==> config.mk <==
export PLATFORM = sky130hd
export DESIGN_NAME = stage_sequencer
export DESIGN_NICKNAME = d
export VERILOG_FILES = /design/src/rtl/seq_pkg.sv /design/src/rtl/stage_sequencer.sv /design/src/rtl/tick_timer.sv
export SDC_FILE = /design/constraint.sdc
export NUM_CORES = 1
export LEC_CHECK = 0
export BUFFER_PORTS_ARGS = -buffer_cell sky130_fd_sc_hd__buf_4
export CAP_MARGIN = 25
export CORE_MARGIN = 2
export CORE_UTILIZATION = 50
export DETAILED_ROUTE_END_ITERATION = 6
export PLACE_DENSITY = 0.76
export REMOVE_ABC_BUFFERS = 1
export SYNTH_ARGS = -nofsm -noshare
export SYNTH_HDL_FRONTEND = slang
export SYNTH_SLANG_ARGS = --single-unit
==> constraint.sdc <==
create_clock -name clk -period 9.9 [get_ports clk]
set_input_delay 1.485 -clock clk [delete_from_list [all_inputs] [get_ports clk]]
set_output_delay 1.485 -clock clk [all_outputs]
set_load 0.02 [all_outputs]
==> src/rtl/seq_pkg.sv <==
// package: register map, field layout, reset values and timing for the start/stop sequencer
package seq_pkg;

    localparam int unsigned CLK_HZ = 250_000_000;

    // register offsets
    localparam logic [7:0] ADDR_START_STOP = 8'h1a;
    localparam logic [7:0] ADDR_OSC_TRIM   = 8'h1b;
    localparam logic [7:0] ADDR_BKND       = 8'h1c;
    localparam logic [7:0] ADDR_STATUS     = 8'h1d;

    // reset values
    localparam logic [4:0] RST_START_STOP  = 5'h0f;
    localparam logic [3:0] RST_BKND        = 4'h2;

    // field positions
    localparam int unsigned TRIM_DONE_BIT  = 6;
    localparam int unsigned TRIM_SEL_BIT   = 1;
    localparam int unsigned TRIM_RSV7_BIT  = 7;

    // trim engine takes this many cycles after the request
    localparam int unsigned TRIM_CYCLES    = 64;

    // one tick per 0.1 ms of interval
    localparam int unsigned TICK_US_X10    = 1000;
    localparam int unsigned TICK_CYCLES    = CLK_HZ / 10_000;

    // start/stop periods in tenths of a ms, codes 01000..11111
    localparam int unsigned SS_TENTHS [24] = '{
        165, 239, 314, 404, 539, 703, 942, 1257,
        1646, 2394, 3142, 4039, 5386, 7031, 9425, 12566,
        17281, 25136, 32991, 42417, 56556, 73837, 98973, 131964};

    // back-end periods in ms, codes 0010..1010+
    localparam int unsigned BK_MS [9] = '{
        299, 449, 598, 748, 898, 1047, 1197, 1346, 1496};

    typedef enum {
        ST_RUN,
        ST_SOFT,
        ST_HALTED,
        ST_FAULT_WAIT
    } seq_state_t;

    typedef struct packed {
        logic [7:0] addr;
        logic [7:0] wdata;
        logic       wr;
        logic       rd;
    } reg_req_t;

    typedef struct packed {
        logic pwm_half_duty;
        logic stage_reset;
        logic stage_run;
    } stage_ctl_t;

endpackage

==> src/rtl/stage_sequencer.sv <==
// start/stop and back-end fault restart sequencer of the pwm power stage
//
// Design decision made here: strobed register access.
`timescale 1ns/1ns
module stage_sequencer #(
    parameter int unsigned TICK_DIV = seq_pkg::TICK_CYCLES
) (
    input  wire logic               clk,
    input  wire logic               rst_b,
    input  wire logic               ce,
    input  wire seq_pkg::reg_req_t  req,
    output logic [7:0]              rdata,
    input  wire logic               shutdown_cmd,
    input  wire logic               power_down_pin_b,
    input  wire logic               backend_err,
    output seq_pkg::stage_ctl_t     stage_ctl,
    output logic                    trim_apply,
    output logic                    trim_done
);
    import seq_pkg::*;

    if (TICK_DIV < 2) begin : g_bad_div
        $error("stage_sequencer: TICK_DIV must be at least 2");
    end

    // ------------------------------------------------------------
    // interval lookup
    // ------------------------------------------------------------
    function automatic logic [17:0] ss_ticks(input logic [4:0] code);
        logic [17:0] t;
        t = 18'h0;
        if (code[4:3] != 2'b00) begin
            t = 18'(SS_TENTHS[code - 5'd8]);
        end
        return t;
    endfunction

    function automatic logic [17:0] bk_ticks(input logic [3:0] code);
        logic [3:0] idx;
        idx = (code >= 4'ha) ? 4'd8 : code - 4'd2;
        return 18'(BK_MS[idx] * 10);
    endfunction

    // ------------------------------------------------------------
    // registers
    // ------------------------------------------------------------
    logic [4:0]  ss_code_ff;
    logic [4:0]  nxt_ss_code;
    logic        trim_sel_ff;
    logic        nxt_trim_sel;
    logic        rsv7_ff;
    logic        nxt_rsv7;
    logic [3:0]  bk_code_ff;
    logic [3:0]  nxt_bk_code;
    logic        bk_locked_ff;
    logic        nxt_bk_locked;
    logic        trim_busy_ff;
    logic        nxt_trim_busy;
    logic [6:0]  trim_cnt_ff;
    logic [6:0]  nxt_trim_cnt;
    logic        trim_done_ff;
    logic        nxt_trim_done;
    logic        trim_apply_ff;
    logic        nxt_trim_apply;
    logic [7:0]  rdata_ff;
    logic [7:0]  nxt_rdata;

    seq_state_t  st_ff;
    seq_state_t  nxt_st;
    logic        prev_sd_ff;
    logic        prev_pd_ff;
    stage_ctl_t  ctl_ff;
    stage_ctl_t  nxt_ctl;
    logic        tmr_load;
    logic [17:0] tmr_val;
    logic        tmr_exp;

    logic        wr_ss;
    logic        wr_trim;
    logic        wr_bk;
    logic        want_off;

    assign wr_ss   = req.wr && (req.addr == ADDR_START_STOP);
    assign wr_trim = req.wr && (req.addr == ADDR_OSC_TRIM);
    assign wr_bk   = req.wr && (req.addr == ADDR_BKND);
    assign want_off = shutdown_cmd || !power_down_pin_b;

    always_comb begin
        nxt_ss_code    = ss_code_ff;
        nxt_trim_sel   = trim_sel_ff;
        nxt_rsv7       = rsv7_ff;
        nxt_bk_code    = bk_code_ff;
        nxt_bk_locked  = bk_locked_ff;
        nxt_trim_busy  = trim_busy_ff;
        nxt_trim_cnt   = trim_cnt_ff;
        nxt_trim_done  = trim_done_ff;
        nxt_trim_apply = 1'b0;
        nxt_rdata      = 8'h00;
        if (wr_ss) begin
            nxt_ss_code = req.wdata[4:0];
        end
        if (wr_trim) begin
            nxt_trim_sel = req.wdata[TRIM_SEL_BIT];
            nxt_rsv7     = req.wdata[TRIM_RSV7_BIT];
            if (req.wdata == 8'h00) begin
                nxt_trim_busy  = 1'b1;
                nxt_trim_apply = 1'b1;
                nxt_trim_cnt   = 7'(TRIM_CYCLES);
                nxt_trim_done  = 1'b0;
            end
        end
        if (trim_busy_ff && !(wr_trim && req.wdata == 8'h00)) begin
            if (trim_cnt_ff == 7'h1) begin
                nxt_trim_busy = 1'b0;
                nxt_trim_done = 1'b1;
            end
            nxt_trim_cnt = trim_cnt_ff - 7'h1;
        end
        if (wr_bk && !bk_locked_ff && req.wdata[7:4] == 4'h0
            && req.wdata[3:1] != 3'b000) begin
            nxt_bk_code   = req.wdata[3:0];
            nxt_bk_locked = 1'b1;
        end
        if (req.rd) begin
            case (req.addr)
                ADDR_START_STOP: nxt_rdata = {3'h0, ss_code_ff};
                ADDR_OSC_TRIM:   nxt_rdata = {rsv7_ff, trim_done_ff, 4'h0,
                                              trim_sel_ff, 1'b0};
                ADDR_BKND:       nxt_rdata = {4'h0, bk_code_ff};
                ADDR_STATUS:     nxt_rdata = {4'h0, bk_locked_ff, ctl_ff};
                default:         nxt_rdata = 8'h00;
            endcase
        end
    end

    always_ff @(posedge clk) begin
        if (!rst_b) begin
            ss_code_ff    <= RST_START_STOP;
            trim_sel_ff   <= 1'b1;
            rsv7_ff       <= 1'b1;
            bk_code_ff    <= RST_BKND;
            bk_locked_ff  <= 1'b0;
            trim_busy_ff  <= 1'b0;
            trim_cnt_ff   <= 7'h0;
            trim_done_ff  <= 1'b0;
            trim_apply_ff <= 1'b0;
            rdata_ff      <= 8'h00;
        end else if (ce) begin
            ss_code_ff    <= nxt_ss_code;
            trim_sel_ff   <= nxt_trim_sel;
            rsv7_ff       <= nxt_rsv7;
            bk_code_ff    <= nxt_bk_code;
            bk_locked_ff  <= nxt_bk_locked;
            trim_busy_ff  <= nxt_trim_busy;
            trim_cnt_ff   <= nxt_trim_cnt;
            trim_done_ff  <= nxt_trim_done;
            trim_apply_ff <= nxt_trim_apply;
            rdata_ff      <= nxt_rdata;
        end
    end

    // ------------------------------------------------------------
    // stage state machine
    // ------------------------------------------------------------
    tick_timer #(
        .TICK_DIV (TICK_DIV)
    ) u_timer (
        .clk      (clk),
        .rst_b    (rst_b),
        .ce       (ce),
        .load     (tmr_load),
        .load_val (tmr_val),
        .expired  (tmr_exp)
    );

    always_comb begin
        nxt_st   = st_ff;
        nxt_ctl  = ctl_ff;
        tmr_load = 1'b0;
        tmr_val  = 18'h0;
        case (st_ff)
            ST_RUN, ST_HALTED: begin
                if (want_off != (prev_sd_ff || !prev_pd_ff)) begin
                    if (ss_ticks(ss_code_ff) == 18'h0) begin
                        nxt_st  = want_off ? ST_HALTED : ST_RUN;
                        nxt_ctl = '{pwm_half_duty: 1'b0, stage_reset: 1'b0,
                                    stage_run: !want_off};
                    end else begin
                        tmr_load = 1'b1;
                        tmr_val  = ss_ticks(ss_code_ff);
                        nxt_st   = ST_SOFT;
                        nxt_ctl  = '{pwm_half_duty: 1'b1, stage_reset: 1'b0,
                                     stage_run: 1'b1};
                    end
                end
            end
            ST_SOFT: begin
                if (tmr_exp) begin
                    nxt_st  = want_off ? ST_HALTED : ST_RUN;
                    nxt_ctl = '{pwm_half_duty: 1'b0, stage_reset: 1'b0,
                                stage_run: !want_off};
                end
            end
            ST_FAULT_WAIT: begin
                if (tmr_exp) begin
                    nxt_st  = ST_RUN;
                    nxt_ctl = '{pwm_half_duty: 1'b0, stage_reset: 1'b0,
                                stage_run: 1'b1};
                end
            end
            default: begin
                nxt_st = ST_HALTED;
            end
        endcase
        if (backend_err) begin
            tmr_load = 1'b1;
            tmr_val  = bk_ticks(bk_code_ff);
            nxt_st   = ST_FAULT_WAIT;
            nxt_ctl  = '{pwm_half_duty: 1'b0, stage_reset: 1'b1, stage_run: 1'b0};
        end
    end

    always_ff @(posedge clk) begin
        if (!rst_b) begin
            st_ff      <= ST_HALTED;
            ctl_ff     <= '0;
            prev_sd_ff <= 1'b1;
            prev_pd_ff <= 1'b0;
        end else if (ce) begin
            st_ff      <= nxt_st;
            ctl_ff     <= nxt_ctl;
            prev_sd_ff <= shutdown_cmd;
            prev_pd_ff <= power_down_pin_b;
        end
    end

    assign rdata      = rdata_ff;
    assign stage_ctl  = ctl_ff;
    assign trim_apply = trim_apply_ff;
    assign trim_done  = trim_done_ff;
endmodule

==> src/rtl/tick_timer.sv <==
// down counter of 0.1 ms ticks used for all sequencer intervals
`timescale 1ns/1ns
module tick_timer #(
    parameter int unsigned TICK_DIV = 25_000
) (
    input  wire logic        clk,
    input  wire logic        rst_b,
    input  wire logic        ce,
    input  wire logic        load,
    input  wire logic [17:0] load_val,
    output logic             expired
);
    import seq_pkg::*;

    if (TICK_DIV < 2) begin : g_bad_div
        $error("tick_timer: TICK_DIV must be at least 2");
    end

    logic [17:0] cnt_ff;
    logic [17:0] nxt_cnt;
    logic [31:0] div_ff;
    logic [31:0] nxt_div;
    logic        exp_ff;
    logic        nxt_exp;

    always_comb begin
        nxt_cnt = cnt_ff;
        nxt_div = div_ff;
        nxt_exp = 1'b0;
        if (load) begin
            nxt_cnt = load_val;
            nxt_div = 32'(TICK_DIV - 1);
        end else if (cnt_ff != 18'h0) begin
            if (div_ff == 32'h0) begin
                nxt_div = 32'(TICK_DIV - 1);
                nxt_cnt = cnt_ff - 18'h1;
                nxt_exp = (cnt_ff == 18'h1);
            end else begin
                nxt_div = div_ff - 32'h1;
            end
        end
    end

    always_ff @(posedge clk) begin
        if (!rst_b) begin
            cnt_ff <= 18'h0;
            div_ff <= 32'h0;
            exp_ff <= 1'b0;
        end else if (ce) begin
            cnt_ff <= nxt_cnt;
            div_ff <= nxt_div;
            exp_ff <= nxt_exp;
        end
    end

    assign expired = exp_ff;

endmodule

### Word level (Yosys, flattened, before mapping)

Memories as Yosys holds them, arrays and structs flattened.
Cells that the tools add are included.

| storage, ports and cells | value |
|---|---|
| register bits | 118 |
| bits in read-only memories | 1536 |
| bits of input ports | 24 |
| output and inout bits | 13 |
| word-level logic and storage cells | 135 |
| memories kept | 2 |

Memories:

| name | depth | bits a word | read ports | clocked after Yosys merged registers in | write ports | line | text |
|---|---|---|---|---|---|---|---|
| (name not given) | 32 | 32 | 1 | 0 | 0 | stage_sequencer.sv:33 | `t = 18'(SS_TENTHS[code - 5'd8]);` |
| (name not given) | 16 | 32 | 1 | 0 | 0 | stage_sequencer.sv:41 | `return 18'(BK_MS[idx] * 10);` |

| operators by class | value |
|---|---|
| $add $sub $neg | 5 |
| multiply operators | 1 |
| order comparisons | 3 |
| equality and inequality tests | 13 |
| multiplexer cells | 53 |
| bitwise logic cells | 2 |
| reductions and logical operators | 37 |

Operator list:

| kind | number |
|---|---|
| two-way mux 32 bit | 9 |
| two-way mux 18 bit | 12 |
| case mux 32 bit (3 select lines) | 1 |
| == test 32 x 2 -> 1 bit (second input constant) | 2 |
| zero test 32 bit | 2 |
| == test 32 x 1 -> 1 bit (second input constant) | 1 |
| == test 8 x 5 -> 1 bit (second input constant) | 4 |
| multiplier 32 x 3 -> 17 bit (second input constant) | 1 |
| case mux 8 bit (4 select lines) | 1 |
| subtractor 32 x 1 -> 32 bit (second input constant) | 1 |
| two-way mux 7 bit | 3 |
| == test 18 x 1 -> 1 bit (second input constant) | 1 |
| zero test 18 bit | 1 |
| nonzero test 18 bit | 1 |
| subtractor 18 x 1 -> 18 bit (second input constant) | 1 |
| two-way mux 1 bit | 17 |
| two-way mux 3 bit | 5 |
| nonzero test 2 bit | 5 |
| case mux 3 bit (3 select lines) | 1 |
| logical AND 1 bit | 8 |
| zero test 8 bit | 1 |
| two-way mux 8 bit | 1 |
| AND reduction 2 bit | 4 |
| == test 7 x 1 -> 1 bit (second input constant) | 1 |
| 22 further kinds | 30 |

### Depth between registers and ports, before layout

Gate-level depths: netlist of the first run.

| depth | value |
|---|---|
| depth after elaboration | 15 |
| depth in mapped cells | 17 |

### Modules after synthesis

From an unflattened synthesis of the first run, not the netlist that was laid out.

| unflattened totals | value |
|---|---|
| cell total of the unflattened synthesis | 795 |
| area total of the unflattened synthesis | 6303.5 um2 |

Modules (own cells, without submodules):

| module | instances | cells each | area each (um2) |
|---|---|---|---|
| stage_sequencer | 1 | 412 | 3254.4 |
| tick_timer | 1 | 383 | 3049.2 |

### Worst setup path after synthesis of the first run

Ideal clock, no wire load.

| timing | value |
|---|---|
| kind | register -> register |
| start point | reg bk_code_ff[1] |
| end point | reg u_timer.cnt_ff[14] |
| library setup time | 0.116 ns |
| arrival | 3.348 ns |
| slack | 6.436 ns |
| cell stages (with the launch flop) | 18 |
| path buffers | 1 |
| period minus slack after synthesis | 3.464 ns |
| cell sequence | dfxtp_1 inv_1 ha_1 nor2b_1 clkbuf_1 nor2_1 a21oi_1 nand2_1 ha_1 ha_1 inv_1 fa_1 nand2b_1 a21oi_1 a311oi_1 o211ai_1 a31o_1 o211a_1 |

| on the way | value |
|---|---|
| cells in the longest elaborated chain, start to end | 9 |

Ends and longest elaborated chain:

| element | line | text |
|---|---|---|
| from (decl) | stage_sequencer.sv:53 | `logic [3:0] bk_code_ff;` |
| from (signal assigned) | stage_sequencer.sv:152 | `bk_code_ff <= nxt_bk_code;` |
| subtractor 4 x 2 -> 4 bit or >= comparator 4 bit (tied branches) | stage_sequencer.sv:40 | `idx = (code >= 4'ha) ? 4'd8 : code - 4'd2;` |
| two-way mux 4 bit * | stage_sequencer.sv:40 |  |
| NOT 4 -> 5 bit (not written as such) * | stage_sequencer.sv:41 |  |
| memory (16 x 32 bit) * | -- |  |
| two-way mux 32 bit (not written as such) * (2 in series) | stage_sequencer.sv:41 |  |
| multiplier 32 x 3 -> 17 bit * | stage_sequencer.sv:41 |  |
| two-way mux 18 bit * | stage_sequencer.sv:215 | `if (backend_err) begin` |
| two-way mux 18 bit * | tick_timer.sv:30 | `if (load) begin` |
| to (signal assigned) | tick_timer.sv:50 | `cnt_ff <= nxt_cnt;` |
| to (decl) | tick_timer.sv:19 | `logic [17:0] cnt_ff;` |

Every way passes the cells marked *; elsewhere a longest branch is shown, timed or not. The select of a mux whose other input is x is not followed.
A chain may end at the register's enable or synchronous reset.

### Worst setup path after layout of the first run

| timing | value |
|---|---|
| start point | reg bk_code_ff[2] |
| end point | reg u_timer.cnt_ff[14] |

Same word-level chain as after synthesis.

==> reports/summary.txt, run 1 <==
DRC -> 0
Worst setup EP type -> flip-flop
Unique masters post-synth -> 86
Mapped Area -> 6090 sq um
Clock-pin slew on the worst setup and hold paths -> 0.07 ns
First-pass GRT wire length -> 25.5 mm
Fin nets -> 820
Area of the multi-input gates -> 4050 sq um
DR pass1 iterations -> 5
RSZ-0062 raised after global routing -> false
Die Width -> 114 um
Primary FF master, synth -> dfxtp_1
Relative slew slack -> 30.8%
# IOs -> 37
Worst Tran Pin Value -> 1.04 ns
Most common cell after layout, fill and taps aside -> nor2_1
Clock skew -> 0.00594 ns
Setup violators final -> 0
Post-synth EDFFs -> 0
Commonest cells after routing, fill and taps aside -> nor2_1 (103), dfxtp_1 (87), nand2_1 (57)
Worst Hold Class -> flip-flop to flip-flop
Max Fclk -> 241 MHz
Max Cap Violations -> 0
Sequential Area -> 1740 sq um
# hold bufs at CTS -> 0
Max IR drop VDD -> 0.000107 V
Root Driver -> clkbuf_16
Ys async rst share -> 0%
Arr. time, crit path -> 4.39 ns
DP Wirelength -> 11.3 mm
Initial Util -> 50.9%
Required time worst endpoint -> 10.14 ns
Filler Cell Count -> 1023
Vias in the first global route -> 5317
Number of H-tree levels -> 3
Gpl congestion -> 0.974
Largest net degree at the start of global routing -> 30
Gr ovfl total -> 0
Seq/Total Area, Yosys -> 28.6%
Num Clock Sinks -> 87
Core Region -> 12000 sq um
Met1 Use GR -> 29.3%
Mean area per synthesized cell -> 8.21 sq um
Fin Setup TNS -> 0 ns
Later-pin clock latency in the skew report -> 0.35 ns
Critical path peak fanout -> 7
Count of final hold-check violations -> 0
DR vias/cell -> 6.17
Mapped Cells -> 742
Critical path class -> flip-flop to flip-flop
Antenna violations before repair -> 0
Routed len/inst -> 17.1 um
M3 GR Usage -> 3.86%
Port Buf Inserts -> 35
Die footprint -> 13100 sq um
Leakage power -> 0.00271 uW
Slew Limit Fails -> 0
Post-cts sizing count -> 0
Area delta synth->final -> 10.4%
Dpl ws -> 5.79 ns
Maximum root-to-sink buffer count -> 2
CP Launch Type -> flip-flop
Gr usage total -> 24.1%
Detail Route Antenna Nets -> 0
Final setup margin -> 5.75 ns
Fin crit share -> 41.9%
Placed cell area -> 6420 sq um
GRT Max-Usage Layer -> met2
Rows -> 40
DR iter-0 viols -> 409
Status -> finished clean
Routed Wire Length -> 15.5 mm
Tmin final -> 4.15 ns
CTS tree -> yes
Layout cells sized above 1 -> 11.3%
Final Cell Area -> 6730 sq um
Synth warnings -> 0
Met2 Resource Use GR -> 41.1%
Register bit total from synthesis -> 87
Total CTS buffers -> 9
Number of setup buffers added after CTS -> 0
Die Y -> 114 um
DR vias -> 5580
Power density cells -> 141 nW/um^2
Antenna Cells -> 0
worst max-delay path: stages (launching register included):
cell and delay (ns):
dfxtp_1 0.38, inv_1 0.10, ha_1 0.21, nor4bb_1 0.43, nor2_1 0.20, a221oi_1 0.48, ha_1 0.34, ha_1 0.22
inv_1 0.07, fa_1 0.17, nand2b_1 0.13, a21oi_1 0.10, a311oi_1 0.51, o211ai_1 0.21, a31o_1 0.28, o211a_1 0.21
logic make-up after synthesis:
family	Yosys count	synth area share, %
flip-flops	87	28.6
AND/OR/NAND/NOR	291	25.3
XOR/XNOR	48	6.90
multiplexers	28	5.26
AO/OA/AOI/OAI	170	19.9
buffers and inverters	74	4.93
other	1	0.0616
adder cells (fa/ha/maj)	43	9.08
area by class of cell:
cell class                      count  share of cell area [%]
Clock buffer                       12                    3.81
Clock inverter                      4                   0.800
Inverter                           36                    2.01
Multi-Input combinational cell    581                    60.2
Sequential cell                    87                    25.9
Tap cell                          147                    2.73
Timing Repair Buffer               38                    4.54
per-stage QoR:
step / hold slack [ns] / utilization (%) / power [uW] / cells
after global placement: 0.450 / 53.4 / 587 / 888
after detailed placement: 0.456 / 53.6 / 594 / 889
after global routing: 0.497 / 56.2 / 984 / 905
after CTS: 0.465 / 56.2 / 947 / 905
final: 0.463 / 56.2 / 948 / 905
after floorplan: 0.438 / - / 538 / 704
layer usage:
metal	routed length (um)	up-vias
met3	900	52
met2	7490	219
met1	6540	2613
met4	589	0
li1	-	2696
met5	0	-
path summary, 6_finish.rpt:
| kind | cells after the start | to | startpoint | slack, ns |
|---|---|---|---|---|
| hold reg to reg | 2 | u_timer.expired | u_timer.expired | 0.46 |
| setup / recovery | 15 | u_timer.cnt_ff[14] | bk_code_ff[2] | 5.75 |
| setup reg to reg | 15 | u_timer.cnt_ff[14] | bk_code_ff[2] | 5.75 |
| hold / removal | 2 | u_timer.expired | u_timer.expired | 0.46 |
synth_stat cells, types with 14 or more instances:
library cell	number	area (sq um)
xor2_1	14	123
ha_1	41	513
nand2_1	57	214
mux2i_1	23	230
inv_1	34	128
xnor2_1	34	298
nand3_1	15	75.1
a21oi_1	53	265
o21ai_0	22	110
nor3_1	27	135
dfxtp_1	87	1740
clkbuf_1	23	86.3
nor2_1	103	387
where the power goes:
group | total [uW] | internal [uW] | switching (uW)
combinational | 200 | 80.8 | 120
sequential | 390 | 368 | 22.4
clock | 357 | 210 | 147
state kept, by name, indices dropped and copies added (netlist names):
register / flops
ss_code_ff: 5
trim_busy_ff: 1
u_timer.div_ff: 32
rsv7_ff: 1
st_ff: 2
bk_locked_ff: 1
u_timer.cnt_ff: 18
prev_pd_ff: 1
rdata: 7
stage_ctl: 3
trim_done: 1
trim_apply: 1
trim_cnt_ff: 7
bk_code_ff: 4
trim_sel_ff: 1
u_timer.expired: 1
prev_sd_ff: 1
Note: power is estimated with default switching activity, not from simulation.
==> run 2, diff against run 1 <==
--- a/config.mk
+++ b/config.mk
@@ -5,12 +5,13 @@
 export SDC_FILE = /design/constraint.sdc
 export NUM_CORES = 1
 export LEC_CHECK = 0
+export ABC_AREA = 1
 export BUFFER_PORTS_ARGS = -buffer_cell sky130_fd_sc_hd__buf_4
 export CAP_MARGIN = 25
 export CORE_MARGIN = 2
 export CORE_UTILIZATION = 50
 export DETAILED_ROUTE_END_ITERATION = 6
-export PLACE_DENSITY = 0.76
+export PLACE_DENSITY = 0.78
 export REMOVE_ABC_BUFFERS = 1
 export SYNTH_ARGS = -nofsm -noshare
 export SYNTH_HDL_FRONTEND = slang
==> constraint.sdc (replaced) <==
create_clock -name clk -period 3.4 [get_ports clk]
set_input_delay 0.51 -clock clk [delete_from_list [all_inputs] [get_ports clk]]
set_output_delay 0.51 -clock clk [all_outputs]
set_load 0.02 [all_outputs]
==> run 2 against run 1 <==
  * Sequential cell count unchanged
  * Via count up 19%
  * Clock-buffer cell count down 3
  * Maximum frequency up 33%
  * Area after synthesis up 7.0%
  * Critical endpoint is now u_timer.cnt_ff[12]
  * Sequential power rose to 2.9 times the previous value
  * Sequential share of layout area down 2.0 points
==> reports/summary.txt, run 2 <==
Status -> finished clean (unchanged)
Post-synthesis xor/xnor area fraction -> 2.55% (was 6.90%)
Post-synth top area cell -> dfxtp_1 (unchanged)
Number of H-tree levels -> 3 (unchanged)
CTS tree -> yes (unchanged)
Int Pwr -> 1880 uW (was 659 uW)
Most common cell after layout, fill and taps aside -> nand2_1 (was nor2_1)
Top-area cell type share of the netlist area -> 26.7% (was 28.6%)
Worst Hold Class -> primary input to flip-flop (was flip-flop to flip-flop)
Critical path class -> flip-flop to flip-flop (unchanged)
Critical path cell sequence -> inv_1, ha_1, or2_2, nand2_2, inv_1, nor2_1, inv_1, a21oi_1, ha_1, ha_1, inv_1, fa_1, inv_1, nand3_1, nand2_1, nand3_1, nand2_1, nand2_1, nand3_1, nand3_1, nand2_1, o21ai_0 (was inv_1, ha_1, nor4bb_1, nor2_1, a221oi_1, ha_1, ha_1, inv_1, fa_1, nand2b_1, a21oi_1, a311oi_1, o211ai_1, a31o_1, o211a_1)
Power density cells -> 408 nW/um^2 (was 141 nW/um^2)
Tmin final -> 3.12 ns (was 4.15 ns)
Slew Limit Fails -> 0 (unchanged)
Comb pwr share -> 28.7% (was 21.1%)
Top flop regs -> u_timer.div_ff: 32 flops, u_timer.cnt_ff: 18 flops (unchanged)
Setup violators final -> 0 (unchanged)
Beginning of the critical path -> bk_code_ff[2] (unchanged)
Gr ovfl total -> 0 (unchanged)
Largest stage delay, worst path -> 0.39 ns (was 0.51 ns)
Multiplexer share of the synthesized area -> 0% (was 5.26%)
DR iter-0 viols -> 595 (was 409)
Combinational family with the most area after synthesis -> simple AND/OR/NAND/NOR gates (unchanged)
Sw Pwr -> 1090 uW (was 289 uW)
Mean area per synthesized cell -> 6.25 sq um (was 8.21 sq um)
Area contributors post-synth -> dfxtp_1 (27%), nand2_1 (16%), nor2_1 (8.1%), ha_1 (7.9%), inv_1 (7.4%) (was dfxtp_1 (29%), ha_1 (8.4%), nor2_1 (6.3%), xnor2_1 (4.9%), a21oi_1 (4.4%))
Primary FF master, synth -> dfxtp_1 (unchanged)
DP Wirelength -> 12.5 mm (was 11.3 mm)
Post-synthesis compound-gate area fraction -> 11.6% (was 19.9%)
Later-pin clock latency in the skew report -> 0.36 ns (was 0.35 ns)
Rows -> 41 (was 40)
Antenna violations before repair -> 0 (unchanged)
Synth top cells by count -> nand2_1 (285), nor2_1 (140), inv_1 (128) (was nor2_1 (103), dfxtp_1 (87), nand2_1 (57))
Max IR drop VDD -> 0.000230 V (was 0.000107 V)
Core Util, Final -> 57.5% (was 56.2%)
Final setup margin -> 0.280 ns (was 5.75 ns)
Ys async rst share -> 0% (unchanged)
Arr. time, crit path -> 3.36 ns (was 4.39 ns)
Register bit total from synthesis -> 87 (unchanged)
R2R Path Start -> bk_code_ff[2] (unchanged)
First-pass GRT wire length -> 27.8 mm (was 25.5 mm)
Clock share of power -> 32.7% (was 37.7%)
Worst setup EP type -> flip-flop (unchanged)
Die footprint -> 14000 sq um (was 13100 sq um)
CP max stage cell -> dfxtp_1 (was a311oi_1)
Layout cells sized above 1 -> 10.7% (was 11.3%)
Hold Crit Start -> shutdown_cmd (was u_timer.expired)
Mapped Area -> 6520 sq um (was 6090 sq um)
DR vias/cell -> 5.29 (was 6.17)
Mapped Cells -> 1042 (was 742)
Seq/Total Area, Yosys -> 26.7% (was 28.6%)
Area of the multi-input gates -> 4160 sq um (was 4050 sq um)
Die Width -> 118 um (was 114 um)
Sw frac -> 36.6% (was 30.5%)
Fin nets -> 1147 (was 820)
Num Clock Sinks -> 87 (unchanged)
Routed Wire Length -> 16.5 mm (was 15.5 mm)
Clock-pin slew on the worst setup and hold paths -> 0.07 ns (about the same)
Simple-gate area share of the yosys netlist -> 41.0% (was 25.3%)
Largest reg by FF count -> u_timer.div_ff (unchanged)
Largest net degree at the start of global routing -> 34 (was 30)
Leakage power -> 0.00354 uW (was 0.00271 uW)
Die Y -> 118 um (was 114 um)
DR pass1 iterations -> 6 (was 5)
Count of final hold-check violations -> 0 (unchanged)
Critical path peak fanout -> 6 (was 7)
Core Region -> 12700 sq um (was 12000 sq um)
Clock skew -> 0.00904 ns (was 0.00594 ns)
Area delta synth->final -> 11.7% (was 10.4%)
Root Driver -> clkbuf_16 (unchanged)
# hold bufs at CTS -> 0 (unchanged)
Sequential Area -> 1740 sq um (about the same)
Most used cell, CP -> inv_1 (was ha_1)
Max Fclk -> 321 MHz (was 241 MHz)
Total CTS buffers -> 9 (unchanged)
Routed len/inst -> 13.1 um (was 17.1 um)
Port Buf Inserts -> 35 (unchanged)
Relative slew slack -> 41.5% (was 30.8%)
DR vias -> 6653 (was 5580)
Initial Util -> 51.4% (was 50.9%)
Seq pwr share -> 38.6% (was 41.2%)
Max Cap Violations -> 0 (unchanged)
Antenna Cells -> 0 (unchanged)
Gr usage total -> 23.9% (was 24.1%)
Gpl congestion -> 0.976 (was 0.974)
Commonest cells after routing, fill and taps aside -> nand2_1 (285), nor2_1 (135), inv_1 (128) (was nor2_1 (103), dfxtp_1 (87), nand2_1 (57))
Maximum root-to-sink buffer count -> 2 (unchanged)
Unique masters post-synth -> 47 (was 86)
Max reg flops -> 32 (unchanged)
Synth warnings -> 0 (unchanged)
Filler Cell Count -> 1272 (was 1023)
Required time worst endpoint -> 3.64 ns (was 10.14 ns)
CP Launch Type -> flip-flop (unchanged)
Worst Tran Pin Value -> 0.877 ns (was 1.04 ns)
Cell with the most instances after synthesis -> nand2_1 (was nor2_1)
Post-synth EDFFs -> 0 (unchanged)
DRC -> 0 (unchanged)
# IOs -> 37 (unchanged)
Vias in the first global route -> 6088 (was 5317)
Fin crit share -> 91.8% (was 41.9%)
Adder-cell share of the synthesized area -> 8.49% (was 9.08%)
Detail Route Antenna Nets -> 0 (unchanged)
Dpl ws -> 0.103 ns (was 5.79 ns)
run 2: cell count changes after synthesis, moves of 8 or more:
cell	change
clkbuf_1	-13
inv_1	+94
mux2i_1	-23
nand2_1	+228
nand3_1	+75
nor2_1	+37
nor2_2	+14
o21ai_0	+29
o21ai_1	-8
xnor2_1	-29
run 2: area by class of cell:
class | count | share of cell area [%]
clock buffers | 9 | 3.09
clock inverters | 7 | 0.842
inverters | 131 | 6.75
repair buffers | 51 | 5.26
multi-input cells | 800 | 57.2
flip-flops and latches | 87 | 23.9
well taps | 172 | 2.96
run 2: power by group through the flow:
stage,logic [uW],registers (uW),clock network [uW]
finish,853,1150,971
CTS,848,1140,985
global placement,829,1170,0
floorplan,641,1150,0
global route,960,1160,1020
detailed placement,839,1170,0
run 2: worst paths after layout:
check	slack (ns)	endpoint	cells past startpoint
setup / recovery	0.28	u_timer.cnt_ff[12]	22
hold / removal	0.39	prev_sd_ff	3
setup reg to reg	0.28	u_timer.cnt_ff[12]	22
hold reg to reg	0.45	u_timer.div_ff[0]	1
run 2: cells by family (layout without fill, tap and decap cells):
kind of cell / Yosys count / in the layout
other: 1 / 1
xor gates and xnor gates: 19 / 19
and+or+nand+nor: 603 / 603
buffers and inverters: 155 / 198
adders and majority gates: 43 / 43
AOI/OAI and AO/OA: 134 / 134
DFF: 87 / 87
run 2: worst max-delay path, delay by kind of cell (launching register included):
family,cells,cell delay (ns)
simple gates,11,1.08
fa+ha+maj,4,0.91
flops,1,0.39
buf+inv,5,0.38
compound gates,2,0.27
run 2: metal layers:
layer  vias up  share of wire [%]  track usage (%)  wire length, um
met4         0                2.9             9.19              472
met3        40                5.3             3.96              881
met2       198                 45             39.2             7430
li1       3428                  -                -                -
met1      2987                 47             31.5             7740
met5         -                  0                0                0
run 2: timing repair:
item,in CTS,in global routing
endpoints found under the setup margin,0,5
resized for setup,0,7
buffers inserted,0,3
run 2: through the flow:
stage | cells | hold WS (ns) | total power [uW] | TNS, ns | instance area [sq um]
2_1_floorplan | 1018 | 0.422 | 1800 | 0 | 6380
5_1_grt | 1257 | 0.442 | 3130 | -0.0363 | 7280
3_3_place_gp | 1238 | 0.437 | 1990 | 0 | 6960
6_report | 1257 | 0.387 | 2970 | 0 | 7280
4_1_cts | 1254 | 0.380 | 2980 | 0 | 7240
3_5_place_dp | 1238 | 0.443 | 2010 | 0 | 6960
